File: src/hdl/msd_consts.svh
// Purpose: Offsets, field positions and reset values of the mode select block.
// Assumes: APB byte addresses, one register per aligned 32-bit word.
// Notes: Definitions only.
`ifndef MSD_CONSTS_SVH
`define MSD_CONSTS_SVH

// Register byte offsets.
`define MSD_OFF_MODE 8'h00
`define MSD_OFF_MAP 8'h04

// Mode register field positions.
`define MSD_BIT_BOOT 7
`define MSD_BIT_SPECIAL 6
`define MSD_BIT_EXPANDED 5
`define MSD_BIT_ECHO 4

// Map register: register block page in [7:4], RAM page in [3:0].
`define MSD_MAP_REG_MSB 7
`define MSD_MAP_REG_LSB 4
`define MSD_MAP_RAM_MSB 3
`define MSD_MAP_RAM_LSB 0
`define MSD_RST_REG_PAGE 4'h1
`define MSD_RST_RAM_PAGE 4'h0

// Address spans inside a 4-Kbyte page.
`define MSD_REG_SPAN_MSB 11
`define MSD_REG_SPAN_LSB 6
`define MSD_RAM_SPAN_MSB 11
`define MSD_RAM_SPAN_LSB 8

// Boot ROM window.
`define MSD_ROM_LO 16'hbf40
`define MSD_ROM_HI 16'hbfff

// Register offsets 0..7 that belong to the emulated ports and their handshake.
`define MSD_EMUL_OFFS_MASK 8'hbc

`endif

File: src/hdl/msd_pkg.sv
// Purpose: Types shared by the mode select block and its bench.
// Assumes: Nothing beyond SystemVerilog packed types.
// Notes: Constants live in msd_consts.svh.
package msd_pkg;

  // One CPU bus cycle, presented for one clock when valid is high.
  typedef struct packed {
    logic valid;
    logic first_op;
    logic read;
    logic [15:0] addr;
    logic [7:0] rdata;
  } msd_cpu_cycle_t;

  // Mode control bits held after reset.
  typedef struct packed {
    logic boot;
    logic special;
    logic expanded;
    logic echo;
  } msd_mode_t;

  // Operating mode, Gray coded along single, expanded, test, bootstrap.
  typedef enum logic [1:0] {
    MSD_SINGLE = 2'b00,
    MSD_EXPANDED = 2'b01,
    MSD_TEST = 2'b11,
    MSD_BOOT = 2'b10
  } msd_op_mode_t;

endpackage

File: src/hdl/msd_mode_ctrl.sv
// Purpose: Mode capture at reset, mode control bits, fetch marker, read echo and decode.
// Assumes: One 20 MHz clock; srst_in is the device reset, high while in reset.
// Notes: Mode pins and the external interrupt pin pass two flip-flops before use.
`include "msd_consts.svh"

// Behaviour
// - Marker low on first cycle of instruction.
// - Echo enabled drives internal read data out.
// - Echo disabled leaves data bus undriven.
// - Normal mode reset clears echo enable.
// - Special reset sets echo; clear locks it.
// - Legacy normal mode cannot set echo.
// - Newer variant sets echo unless cleared before.
// - Expanded mode sends emulated port addresses out.
// - Handshake interrupts share external interrupt vector.
// - Register block and RAM relocate per 4K.
// - Mode pins captured through clocked pipeline.
// - Special is not pin B; expanded is A.
// - Boot ROM when both low; echo when B low.
// - Pins ignored after reset; A becomes marker.
// - Bootstrap mode enables serial program load.
// - Only special modes may change the mode.
// - Expanded modes release the eighteen port pins.
// - Special flag clears but never sets again.
// - Boot and expanded writable only while special.
// - Boot ROM off removes it from map.
module msd_mode_ctrl
  import msd_pkg::*;
#(
  parameter bit NEW_VARIANT = 1'b1
) (
  // Clock and reset.
  input wire logic clk_in,
  input wire logic srst_in,
  // APB slave.
  input wire logic psel_in,
  input wire logic penable_in,
  input wire logic pwrite_in,
  input wire logic [7:0] paddr_in,
  input wire logic [31:0] pwdata_in,
  output logic [31:0] prdata_out,
  output logic pready_out,
  output logic pslverr_out,
  // Mode pins; pin A doubles as the open-drain fetch marker.
  input wire logic mode_pin_a_in,
  output logic mode_pin_a_out,
  output logic mode_pin_a_oe_out,
  input wire logic mode_pin_b_in,
  // CPU bus cycle.
  input wire msd_cpu_cycle_t cpu_cycle_in,
  // Interrupts.
  input wire logic ext_irq_in,
  input wire logic hs_irq_in,
  output logic irq_req_out,
  // External data bus for read echo.
  output logic [7:0] ext_data_out,
  output logic ext_data_oe_out,
  // Address decode.
  output logic ext_access_out,
  output logic sel_reg_out,
  output logic sel_ram_out,
  output logic sel_boot_rom_out,
  // Mode status.
  output msd_op_mode_t op_mode_out,
  output logic port_io_released_out,
  output logic serial_boot_enable_out
);

  // Bit 0 is mode pin A, bit 1 mode pin B, bit 2 the external interrupt pin.
  logic [2:0] pin_s1;
  logic [2:0] pin_s2;
  msd_mode_t mode;
  logic echo_locked;
  logic [3:0] reg_page;
  logic [3:0] ram_page;
  logic access;
  logic addr_ok;
  logic wr_fire;
  logic wr_mode;
  logic wr_map;
  logic [31:0] rd_value;
  logic in_reg;
  logic in_ram;
  logic in_rom;
  logic emul;
  logic int_hit;
  logic echo_now;
  // Register offsets that belong to the port emulator while the bus is expanded.
  localparam logic [7:0] EMUL_MASK = `MSD_EMUL_OFFS_MASK;

  always_ff @(posedge clk_in) begin
    pin_s1 <= {ext_irq_in, mode_pin_b_in, mode_pin_a_in};
    pin_s2 <= pin_s1;
  end

  assign access = psel_in & penable_in;
  assign addr_ok = (paddr_in == `MSD_OFF_MODE) || (paddr_in == `MSD_OFF_MAP);
  assign wr_fire = access & pready_out & pwrite_in & addr_ok;
  assign wr_mode = wr_fire && (paddr_in == `MSD_OFF_MODE);
  assign wr_map = wr_fire && (paddr_in == `MSD_OFF_MAP);

  always_comb begin
    rd_value = 32'h0000_0000;
    if (paddr_in == `MSD_OFF_MODE) begin
      rd_value[`MSD_BIT_BOOT] = mode.boot;
      rd_value[`MSD_BIT_SPECIAL] = mode.special;
      rd_value[`MSD_BIT_EXPANDED] = mode.expanded;
      rd_value[`MSD_BIT_ECHO] = mode.echo;
    end else if (paddr_in == `MSD_OFF_MAP) begin
      rd_value[`MSD_MAP_REG_MSB:`MSD_MAP_REG_LSB] = reg_page;
      rd_value[`MSD_MAP_RAM_MSB:`MSD_MAP_RAM_LSB] = ram_page;
    end
  end

  // The access phase always takes two cycles; pready rises in the second.
  always_ff @(posedge clk_in) begin
    if (srst_in) begin
      pready_out <= 1'b0;
      prdata_out <= 32'h0000_0000;
      pslverr_out <= 1'b0;
    end else begin
      pready_out <= access & ~pready_out;
      prdata_out <= rd_value;
      pslverr_out <= access & ~pready_out & ~addr_ok;
    end
  end

  // hold until reset
  // Mode bits: loaded from the pins every reset cycle, written by software after.
  always_ff @(posedge clk_in) begin
    if (srst_in) begin
      mode.special <= ~pin_s2[1];
      mode.expanded <= pin_s2[0];
      mode.boot <= ~pin_s2[1] & ~pin_s2[0];
      mode.echo <= ~pin_s2[1];
      echo_locked <= 1'b0;
    end else if (wr_mode) begin
      if (!pwdata_in[`MSD_BIT_SPECIAL]) begin
        mode.special <= 1'b0;
      end
      if (mode.special) begin
        mode.boot <= pwdata_in[`MSD_BIT_BOOT];
        mode.expanded <= pwdata_in[`MSD_BIT_EXPANDED];
      end
      if (!pwdata_in[`MSD_BIT_ECHO]) begin
        mode.echo <= 1'b0;
        echo_locked <= 1'b1;
      end else if (!echo_locked && (NEW_VARIANT || mode.special)) begin
        mode.echo <= 1'b1;
      end
      // The legacy part forces echo off once normal mode is entered.
      if (!NEW_VARIANT && !pwdata_in[`MSD_BIT_SPECIAL]) begin
        mode.echo <= 1'b0;
        echo_locked <= 1'b1;
      end
    end
  end

  always_ff @(posedge clk_in) begin
    if (srst_in) begin
      reg_page <= `MSD_RST_REG_PAGE;
      ram_page <= `MSD_RST_RAM_PAGE;
    end else if (wr_map) begin
      reg_page <= pwdata_in[`MSD_MAP_REG_MSB:`MSD_MAP_REG_LSB];
      ram_page <= pwdata_in[`MSD_MAP_RAM_MSB:`MSD_MAP_RAM_LSB];
    end
  end

  // Register block wins over RAM, and both over the boot ROM.
  always_comb begin
    in_reg = (cpu_cycle_in.addr[15:12] == reg_page) &&
             (cpu_cycle_in.addr[`MSD_REG_SPAN_MSB:`MSD_REG_SPAN_LSB] == 6'h00);
    in_ram = (cpu_cycle_in.addr[15:12] == ram_page) && !in_reg &&
             (cpu_cycle_in.addr[`MSD_RAM_SPAN_MSB:`MSD_RAM_SPAN_LSB] == 4'h0);
    in_rom = mode.boot && !in_reg && !in_ram && (cpu_cycle_in.addr >= `MSD_ROM_LO) &&
             (cpu_cycle_in.addr <= `MSD_ROM_HI);
    emul = in_reg && mode.expanded && (cpu_cycle_in.addr[5:3] == 3'h0) &&
           EMUL_MASK[cpu_cycle_in.addr[2:0]];
    int_hit = (in_reg && !emul) || in_ram || in_rom;
    echo_now = cpu_cycle_in.valid && cpu_cycle_in.read && int_hit && mode.echo;
  end

  always_ff @(posedge clk_in) begin
    if (srst_in) begin
      sel_reg_out <= 1'b0;
      sel_ram_out <= 1'b0;
      sel_boot_rom_out <= 1'b0;
      ext_access_out <= 1'b0;
    end else begin
      sel_reg_out <= cpu_cycle_in.valid && in_reg && !emul;
      sel_ram_out <= cpu_cycle_in.valid && in_ram;
      sel_boot_rom_out <= cpu_cycle_in.valid && in_rom;
      ext_access_out <= cpu_cycle_in.valid && !int_hit;
    end
  end

  always_ff @(posedge clk_in) begin
    if (srst_in) begin
      ext_data_oe_out <= 1'b0;
      ext_data_out <= 8'h00;
    end else begin
      ext_data_oe_out <= echo_now;
      ext_data_out <= echo_now ? cpu_cycle_in.rdata : 8'h00;
    end
  end

  always_ff @(posedge clk_in) begin
    if (srst_in) begin
      mode_pin_a_oe_out <= 1'b0;
    end else begin
      mode_pin_a_oe_out <= cpu_cycle_in.valid && cpu_cycle_in.first_op;
    end
  end

  always_ff @(posedge clk_in) begin
    mode_pin_a_out <= 1'b0;
  end

  always_ff @(posedge clk_in) begin
    if (srst_in) begin
      irq_req_out <= 1'b0;
    end else begin
      irq_req_out <= pin_s2[2] | hs_irq_in;
    end
  end

  always_ff @(posedge clk_in) begin
    if (srst_in) begin
      op_mode_out <= MSD_SINGLE;
      port_io_released_out <= 1'b0;
      serial_boot_enable_out <= 1'b0;
    end else begin
      unique case ({mode.special, mode.expanded})
        2'b00: op_mode_out <= MSD_SINGLE;
        2'b01: op_mode_out <= MSD_EXPANDED;
        2'b11: op_mode_out <= MSD_TEST;
        2'b10: op_mode_out <= MSD_BOOT;
      endcase
      port_io_released_out <= mode.expanded;
      serial_boot_enable_out <= mode.special && !mode.expanded && mode.boot;
    end
  end
endmodule

File: config.mk
export PLATFORM = sky130hd
export DESIGN_NAME = msd_mode_ctrl
export DESIGN_NICKNAME = d
export VERILOG_FILES = /design/src/hdl/msd_pkg.sv /design/src/hdl/msd_mode_ctrl.sv
export VERILOG_INCLUDE_DIRS = /design/src /design/src/hdl
export SDC_FILE = /design/constraint.sdc
export NUM_CORES = 1
export LEC_CHECK = 0
export ABC_AREA = 1
export BUFFER_PORTS_ARGS = -buffer_cell sky130_fd_sc_hd__buf_2
export CAP_MARGIN = 0
export CORE_MARGIN = 1.5
export CORE_UTILIZATION = 45
export DETAILED_ROUTE_END_ITERATION = 10
export PLACE_DENSITY = 0.89
export SYNTH_ARGS = -nofsm -noshare
export SYNTH_HDL_FRONTEND = slang
export SYNTH_SLANG_ARGS = --single-unit
File: constraint.sdc
create_clock -name clk_in -period 3.24 [get_ports clk_in]
set_input_delay 0.486 -clock clk_in [delete_from_list [all_inputs] [get_ports clk_in]]
set_output_delay 0.486 -clock clk_in [all_outputs]
set_load 0.01 [all_outputs]
After elaboration in Yosys (flattened, before gate mapping) --
Memory sizes are Yosys's and may differ from the RTL's. Cells that the tools add are included.
Storage, ports and cells: bits in read-only memories 8, memories 1, logic and storage cells 108, register bits after elaboration 72
Operators by class: reduce and logical (&&, ||, !) cells 45, equal/unequal tests 8, bitwise gates (word level) 15, magnitude comparators 3, mux-type cells 11
Memory list:
- (name not given) | depth 8, width 1, read ports 1, clocked after Yosys merged registers in 0, write ports 0, line msd_mode_ctrl.sv:178 | EMUL_MASK[cpu_cycle_in.addr[2:0]];
Operators with widths (count):
- logical AND 1 bit | 24
- greater-or-equal comparator 16 bit (second input constant) | 1
- <= comparator 16 bit (second input constant) | 1
- 2-to-1 mux 4 bit | 3
- == test 4 bit | 2
- == test 8 x 3 -> 1 bit (second input constant) | 1
- logical NOT 8 bit | 1
- 2-to-1 mux 8 bit | 1
- one-hot mux 2 bit (4 select lines) | 1
- AND reduction 2 bit | 4
- bitwise AND 1 bit | 7
- inverter 1 bit | 7
- logical NOT 6 bit | 1
- 2-to-1 mux 1 bit | 6
- logical NOT 1 bit | 5
- == test 2 bit (second input constant) | 2
- logical NOT 4 bit | 1
- < comparator 3 x 4 -> 1 bit (second input constant) | 1
- nonzero test 2 bit | 2
- logical NOT 3 bit | 1
- logical OR 1 bit | 3
- inequality test 3 bit (second input constant) | 1
- OR reduction 3 bit | 1
- == test 2 x 1 -> 1 bit (second input constant) | 1
- other kinds (4) | 4

Longest topological paths before layout --
Gate-level depths: netlist of the first run.
depth after elaboration 14, depth in mapped cells 9, gate-level depth less buffers 9

Worst setup path after synthesis of the first run --
Ideal clock, no wire load.
kind input-to-reg, from input port paddr_in[1], to register mode[1] (netlist bit), enable pin, path buffers 0, stages 5, required time 2913 ps, library setup time 327 ps, slack 1694 ps, arrival time 1219 ps, path through nor2_2 nand2_2 nor3_2 nand2_1 o21ai_0
Between the ends: word-level cells in the longest chain between the ends 6
RTL lines:
- start: declaration | line msd_mode_ctrl.sv:39 | input wire logic [7:0] paddr_in,
- == test 8 x 3 -> 1 bit (no line) or logical NOT 8 bit (tied branches)
- logical OR 1 bit | line msd_mode_ctrl.sv:97 | assign addr_ok = (paddr_in == `MSD_OFF_MODE) || (paddr_in == `MSD_OFF_MAP);
- bitwise AND 1 bit | line msd_mode_ctrl.sv:98 | assign wr_fire = access & pready_out & pwrite_in & addr_ok;
- logical AND 1 bit (*) | line msd_mode_ctrl.sv:99 | assign wr_mode = wr_fire && (paddr_in == `MSD_OFF_MODE);
- nonzero test 2 bit (no line) (*)
- AND reduction 2 bit (no line) (*)
- end: declaration | line msd_mode_ctrl.sv:72 | msd_mode_t mode;
Every way passes the cells marked *; elsewhere a longest branch is shown, timed or not. A chain may end at the register's enable or synchronous reset.

==> metrics.csv, run 1 <==
stage;metric;value;unit
status;status;complete, no violations;
global_route;vias in the first global route;1511;
final_layout;layout cells sized above 1;30.2;%
cts;Num CTS Buffers;5;
cts;clock sink count;48;
global_route;largest net degree at the start of global routing;19;
final_layout;final net count;403;
synth;EDFF count, synth;4;
synth;ys flop type;dfxtp_1;
synth;count leader, synth;dfxtp_1;
detailed_routing;final WL;3.81;mm
cts;Root Buffer;clkbuf_8;
floorplan;Ports;130;
placed_design;port bufs;80;
final_layout;sequential standard cell area;1000;µm²
sta;final hold vios;0;
floorplan;core box area;4120;µm²
pwr;Leak;1.28;nW
cts;Post-CTS Hold Fix Bufs;0;
placed_design;hpwl dp;3.07;mm
synth;Yosys Warn Count;0;
sta;setup TNS;0;ps
setup_path;Reg2Reg Depth;4;
synth;Post-Syn Instances;244;
detailed_routing;DRT iter0 DRCs;34;
detailed_routing;TritonRoute pass-1 iters;4;
floorplan;Die Ht;69.2;µm
worst_hold_path;worst min path class;primary input to flip-flop;
setup_path;critical path type;primary input to flip-flop;
setup_path;Critical Path AT;1720;ps
final_layout;Fillers;387;
sta;setup ws final;1700;ps
synth;area of the mapped netlist;1970;µm²
setup_path;WP data required;3420;ps
global_route;total track usage;16.0;%
sta;Setup Skew;10.2;ps
synth;ys async rst share;0;%
synth;largest area contributor in the netlist;dfxtp_1;
setup_path;crit-path cells;buf_2 -> clkinv_1 -> nand2_1 -> o21ai_0;
pwr;worst vdd rail ir drop;0.257;mV
global_route;global route overflow;0;
sta;Final Cycle Share;47.7;%
floorplan;DIE WIDTH;69.2;µm
worst_hold_path;hold-critical path depth;1;
synth;Synth top cells by count;44 x dfxtp_1, 43 x nand2_1, 36 x nor2_1;
placed_design;Setup WS pre-CTS;1360;ps
setup_path;Crit path largest cell delay;440;ps
placed_design;routability cong.;0.792;
sta;post-layout min period;1540;ps
pwr;Pwr per Cell Area;438;nW/µm²
sta;worst hold margin;277;ps
synth;flip-flop and latch count after synthesis;48;
setup_path;CP endpoint kind;flip-flop;
job;number of max-cap violations;0;
global_route;initial antenna violation count;0;
floorplan;die area;4780;µm²
setup_path;worst-path fanout max;18;
detailed_routing;total vias in the final route;1643;
detailed_routing;vias per cell;4.35;
cts;post-cts repair resize count;0;
synth;Cell variety after synth;29;
sta;Slew Limit Fails;0;
cts;Max Buffers Root-to-Sink;2;
cts;# Post-CTS Setup Buffers;0;
synth;Seq/Total Area, Yosys;50.8;%
final_layout;diodes inserted;0;
cts;CTS tree;done;
synth;Synth top area share;44.7;%
synth;Mean Syn Cell Area;8.07;µm²
detailed_routing;ANT nets after route;0;
setup_path;Max stage delay cell, worst path;clkinv_1;
final_layout;Layout area overhead;21.8;%
floorplan;Initial Util;47.9;%
cts;Reg clk slew, reported paths;80;ps
sta;# setup viols final;0;
setup_path;crit start category;primary input;
sta;Max Freq;648;MHz
synth;top post-synthesis cells by area;dfxtp_1 45%, buf_4 9.5%, nand2_1 8.2%;
cts;Worst-Skew Late Latency;300;ps
floorplan;# rows;23;
global_route;first-pass GRT wire length;6.17;mm
final_layout;area of the multi-input gates;714;µm²
cts;# H-tree levels;2;
sta;RSZ-0062 raised after global routing;false;
detailed_routing;Avg WL per Cell;10.1;µm
detailed_routing;DRC Markers;0;
[per-stage QoR]
stage                     instance area (µm²)  util, %  total power [mW]  std cells
after floorplan                          2060        -             0.701        268
after global placement                   2310     56.2             0.723        370
after detailed placement                 2310     56.2             0.725        370
after CTS                                2400     58.3              1.06        378
after global routing                     2400     58.3              1.10        378
final                                    2400     58.3              1.05        378
[area by class of cell]
| class | instances | share of cell area, % |
|---|---|---|
| clock inverters | 2 | 0.522 |
| repair buffers | 80 | 16.7 |
| flip-flops and latches | 48 | 41.7 |
| multi-input cells | 156 | 29.8 |
| inverters | 36 | 5.63 |
| well taps | 50 | 2.61 |
| clock buffers | 6 | 3.03 |
[per-layer routing]
metal / global-route usage [%] / part of all wire, % / up-vias / wire length [µm]
met2: 28.7 / 49 / 72 / 1860
li1: - / - / 861 / -
met3: 5.85 / 9.0 / 6 / 342
met5: 0 / 0 / - / 0
met4: 5.88 / 1.5 / 0 / 56
met1: 17.1 / 41 / 704 / 1560
[state kept, by name (all words and copies together), names as in the netlist, 2 cells and up]
name / count
ext_data_out: 8
pin_s2: 3
ram_page: 4
reg_page: 4
pin_s1: 3
prdata_out: 8
mode: 4
op_mode_out: 2
[critical path: cells and delay by family]
family	cells	cell delay [ps]
buf+inv	2	640
compound gates	1	150
simple gates	1	430
[final timing paths]
check                                            from                  endpoint  slack (ps)
worst max-delay path                          srst_in  prdata_out[7]$_SDFF_PP0_        1700
worst min-delay path                    mode_pin_a_in         pin_s1[0]$_DFF_P_         280
worst max register to register  pready_out$_SDFF_PP0_         mode[3]$_DFFE_PP_        1910
worst min register to register      pin_s1[2]$_DFF_P_         pin_s2[2]$_DFF_P_         330
[cell families after synthesis]
logic type | count (synthesis) | share of synthesized area [%]
simple gates | 104 | 23.3
buf+inv | 64 | 17.5
flops | 48 | 50.8
compound gates | 26 | 7.75
xor+xnor | 1 | 0.445
other cells | 1 | 0.190
[where the power goes]
part | internal [mW] | switching, mW
combinational | 0.0392 | 0.0585
sequential | 0.611 | 0.00357
clock | 0.151 | 0.189
total | 0.801 | 0.251
[cells in the final DEF, fill, tap and decap left out, drive strengths merged]
cell,count
nand4,1
clkbuf,6
clkinv,2
xnor2,1
nand3b,2
o22ai,2
edfxtp,4
clkinvlp,1
conb,25
nor2,38
nor3b,1
a21oi,8
o21ai,13
inv,35
nor3,7
nand3,7
buf,80
dfxtp,44
or2,1
o211ai,1
nand2,47
o21a,2
No activity file was read; power rests on OpenSTA's default activity.
==> inputs of run 2 (changes only) <==
- CORE_UTILIZATION: 45 -> 37
- PLACE_DENSITY: 0.89 -> 0.79
- clock period: 3.24 -> 1.42 ns (I/O delays scaled with it)
==> run 2 against run 1 <==
First-iteration DRC count is 120% higher. Via count is 2.2% higher. Clock skew is 4.8 ps lower. Sequential share of layout area is 1.6 points lower. Critical endpoint is now mode[1]$_DFFE_PP_. Global-route usage is 1.5 points lower. Highest routed layer unchanged. Setup slack worse by 1500 ps. Cell count is 7.1% higher. Clock power is 150% higher. Sequential power is 130% higher. Count of clock-buffer cells in the layout stayed put. Routed wire length is 6.6% higher. Register-to-register slack worse by 1700 ps.
==> metrics.csv, run 2 (synthesis gave the netlist of run 1 again) <==
stage;metric;value;unit;change
status;status;complete, no violations;;
placed_design;routability cong.;0.753;;-4.9%
setup_path;crit path launch;pready_out$_SDFF_PP0_;;
detailed_routing;total vias in the final route;1679;;+2.2%
cts;Worst-Skew Late Latency;300;ps;about the same
final_layout;Fillers;527;;+36%
global_route;global route overflow;0;;unchanged
detailed_routing;final WL;4.07;mm;+6.6%
floorplan;# rows;26;;+13%
floorplan;DIE WIDTH;76.0;µm;+9.8%
sta;RSZ-0062 raised after global routing;false;;
floorplan;Initial Util;38.6;%;-9.3 points
floorplan;Die Ht;76.0;µm;+9.8%
setup_path;WP data required;1420;ps;-2000 ps
sta;Final Cycle Share;87.6;%;
pwr;Leak;1.33;nW;+3.3%
setup_path;worst-path fanout max;4;;-14
sta;Max Freq;804;MHz;
final_layout;diodes inserted;0;;unchanged
final_layout;Layout area overhead;26.7;%;
setup_path;critical path type;flip-flop to flip-flop;;
detailed_routing;TritonRoute pass-1 iters;4;;unchanged
global_route;M1 GR Usage;16.2;%;-0.84 points
global_route;Top Usage Layer GRT;met2;;
setup_path;CP endpoint kind;flip-flop;;
global_route;met3 GRT Util;5.30;%;-0.55 points
pwr;final total power;2.48;mW;+140%
placed_design;hpwl dp;3.30;mm;+7.6%
detailed_routing;Avg WL per Cell;10.0;µm;-0.50%
global_route;vias in the first global route;1477;;-2.3%
cts;Num CTS Buffers;5;;unchanged
setup_path;Max stage delay cell, worst path;dfxtp_1;;
cts;Root Buffer;clkbuf_8;;
detailed_routing;vias per cell;4.15;;-4.6%
final_layout;post-route insts no fill;405;;+7.1%
sta;final hold vios;0;;unchanged
setup_path;Worst R2R Start;pready_out$_SDFF_PP0_;;
floorplan;die area;5770;µm²;+21%
final_layout;final instance area;2490;µm²;+4.0%
job;number of max-cap violations;0;;unchanged
setup_path;Crit path largest cell delay;360;ps;-80 ps
setup_path;Critical Path AT;1240;ps;-480 ps
detailed_routing;DRT iter0 DRCs;76;;+120%
setup_path;crit-path cells;nand2_1 -> nor2_1 -> nand2_1 -> o21ai_1;;
setup_path;cell mode on critical path;nand2_1;;
final_layout;final net count;410;;+1.7%
detailed_routing;DRC Markers;0;;unchanged
pwr;Pwr per Cell Area;994;nW/µm²;+130%
sta;Slew Limit Fails;0;;unchanged
pwr;worst vdd rail ir drop;0.516;mV;+100%
cts;CTS tree;done;;
cts;# H-tree levels;2;;unchanged
cts;# Post-CTS Setup Buffers;0;;unchanged
final_layout;layout cells sized above 1;31.0;%;+0.86 points
placed_design;port bufs;80;;unchanged
placed_design;area post-placement;2370;µm²;+2.4%
placed_design;placed insts;394;;+6.5%
detailed_routing;ANT nets after route;0;;unchanged
global_route;met2 GRT Util;25.4;%;-3.3 points
final_layout;most common cell after layout, fill and taps aside;buf_2;;
global_route;initial antenna violation count;0;;unchanged
sta;# setup viols final;0;;unchanged
floorplan;Ports;130;;unchanged
cts;clock sink count;48;;unchanged
final_layout;Largest regs;ext_data_out (8), prdata_out (8);;
sta;post-layout min period;1240;ps;
floorplan;core box area;5110;µm²;+24%
global_route;total track usage;14.5;%;-1.5 points
sta;setup TNS;0;ps;unchanged
worst_hold_path;hold_sp;cpu_cycle_in[5];;
global_route;first-pass GRT wire length;6.58;mm;+6.7%
global_route;largest net degree at the start of global routing;16;;-3
cts;Reg clk slew, reported paths;90;ps;about the same
cts;Max Buffers Root-to-Sink;2;;unchanged
final_layout;commonest cells after routing, fill and taps aside;80 x buf_2, 44 x dfxtp_1, 43 x nand2_1;;
sta;Setup Skew;5.33;ps;-4.83 ps
setup_path;crit start category;flip-flop;;
worst_hold_path;worst min path class;primary input to flip-flop;;
-- run 2: power by group --
group / switching, mW / internal [mW] / total [mW]
registers: 0.00826 / 1.39 / 1.40
logic: 0.137 / 0.0985 / 0.236
clock network: 0.444 / 0.398 / 0.842
total: 0.589 / 1.89 / 2.48
-- run 2: layout make-up --
| class | instances | area, µm² | share of cell area, % |
|---|---|---|---|
| Clock buffer | 6 | 82.6 | 3.31 |
| Clock inverter | 2 | 13.8 | 0.552 |
| Inverter | 36 | 135 | 5.42 |
| Multi-Input combinational cell | 156 | 714 | 28.6 |
| Sequential cell | 48 | 1000 | 40.1 |
| Tap cell | 70 | 87.6 | 3.51 |
| Timing Repair Buffer | 87 | 460 | 18.5 |
-- run 2: stage by stage --
stage / utilization [%] / setup slack, ps / hold slack (ps)
floorplan: - / 147 / 241
global placement: 46.4 / 40.7 / 314
detailed placement: 46.4 / -44.8 / 315
CTS: 48.8 / 65.1 / 103
global route: 48.8 / 27.1 / 105
finish: 48.8 / 177 / 117
-- run 2: critical path: cells and delay by family, from the launching register on --
family	cells	cell delay (ps)
and+or+nand+nor	3	370
DFF	1	360
AOI/OAI and AO/OA	1	220
-- run 2: routing by layer --
metal | vias up | wire length, µm
met2 | 84 | 1930
met3 | 6 | 378
met5 | - | 0
met1 | 712 | 1700
met4 | 0 | 57
li1 | 877 | -
-- run 2: repair_timing --
action,in CTS,in global routing
hold buffers,3,0
setup endpoints to repair,0,2
resized for setup,0,1
hold endpoints to repair,3,0
-- run 2: final timing paths --
path                                                    to  slack, ps  cells after the start
worst max-delay path                     mode[1]$_DFFE_PP_        180                      4
worst min-delay path            ext_data_out[5]$_SDFF_PP0_        120                      3
worst max register to register           mode[1]$_DFFE_PP_        180                      4
worst min register to register           pin_s2[2]$_DFF_P_        330                      0
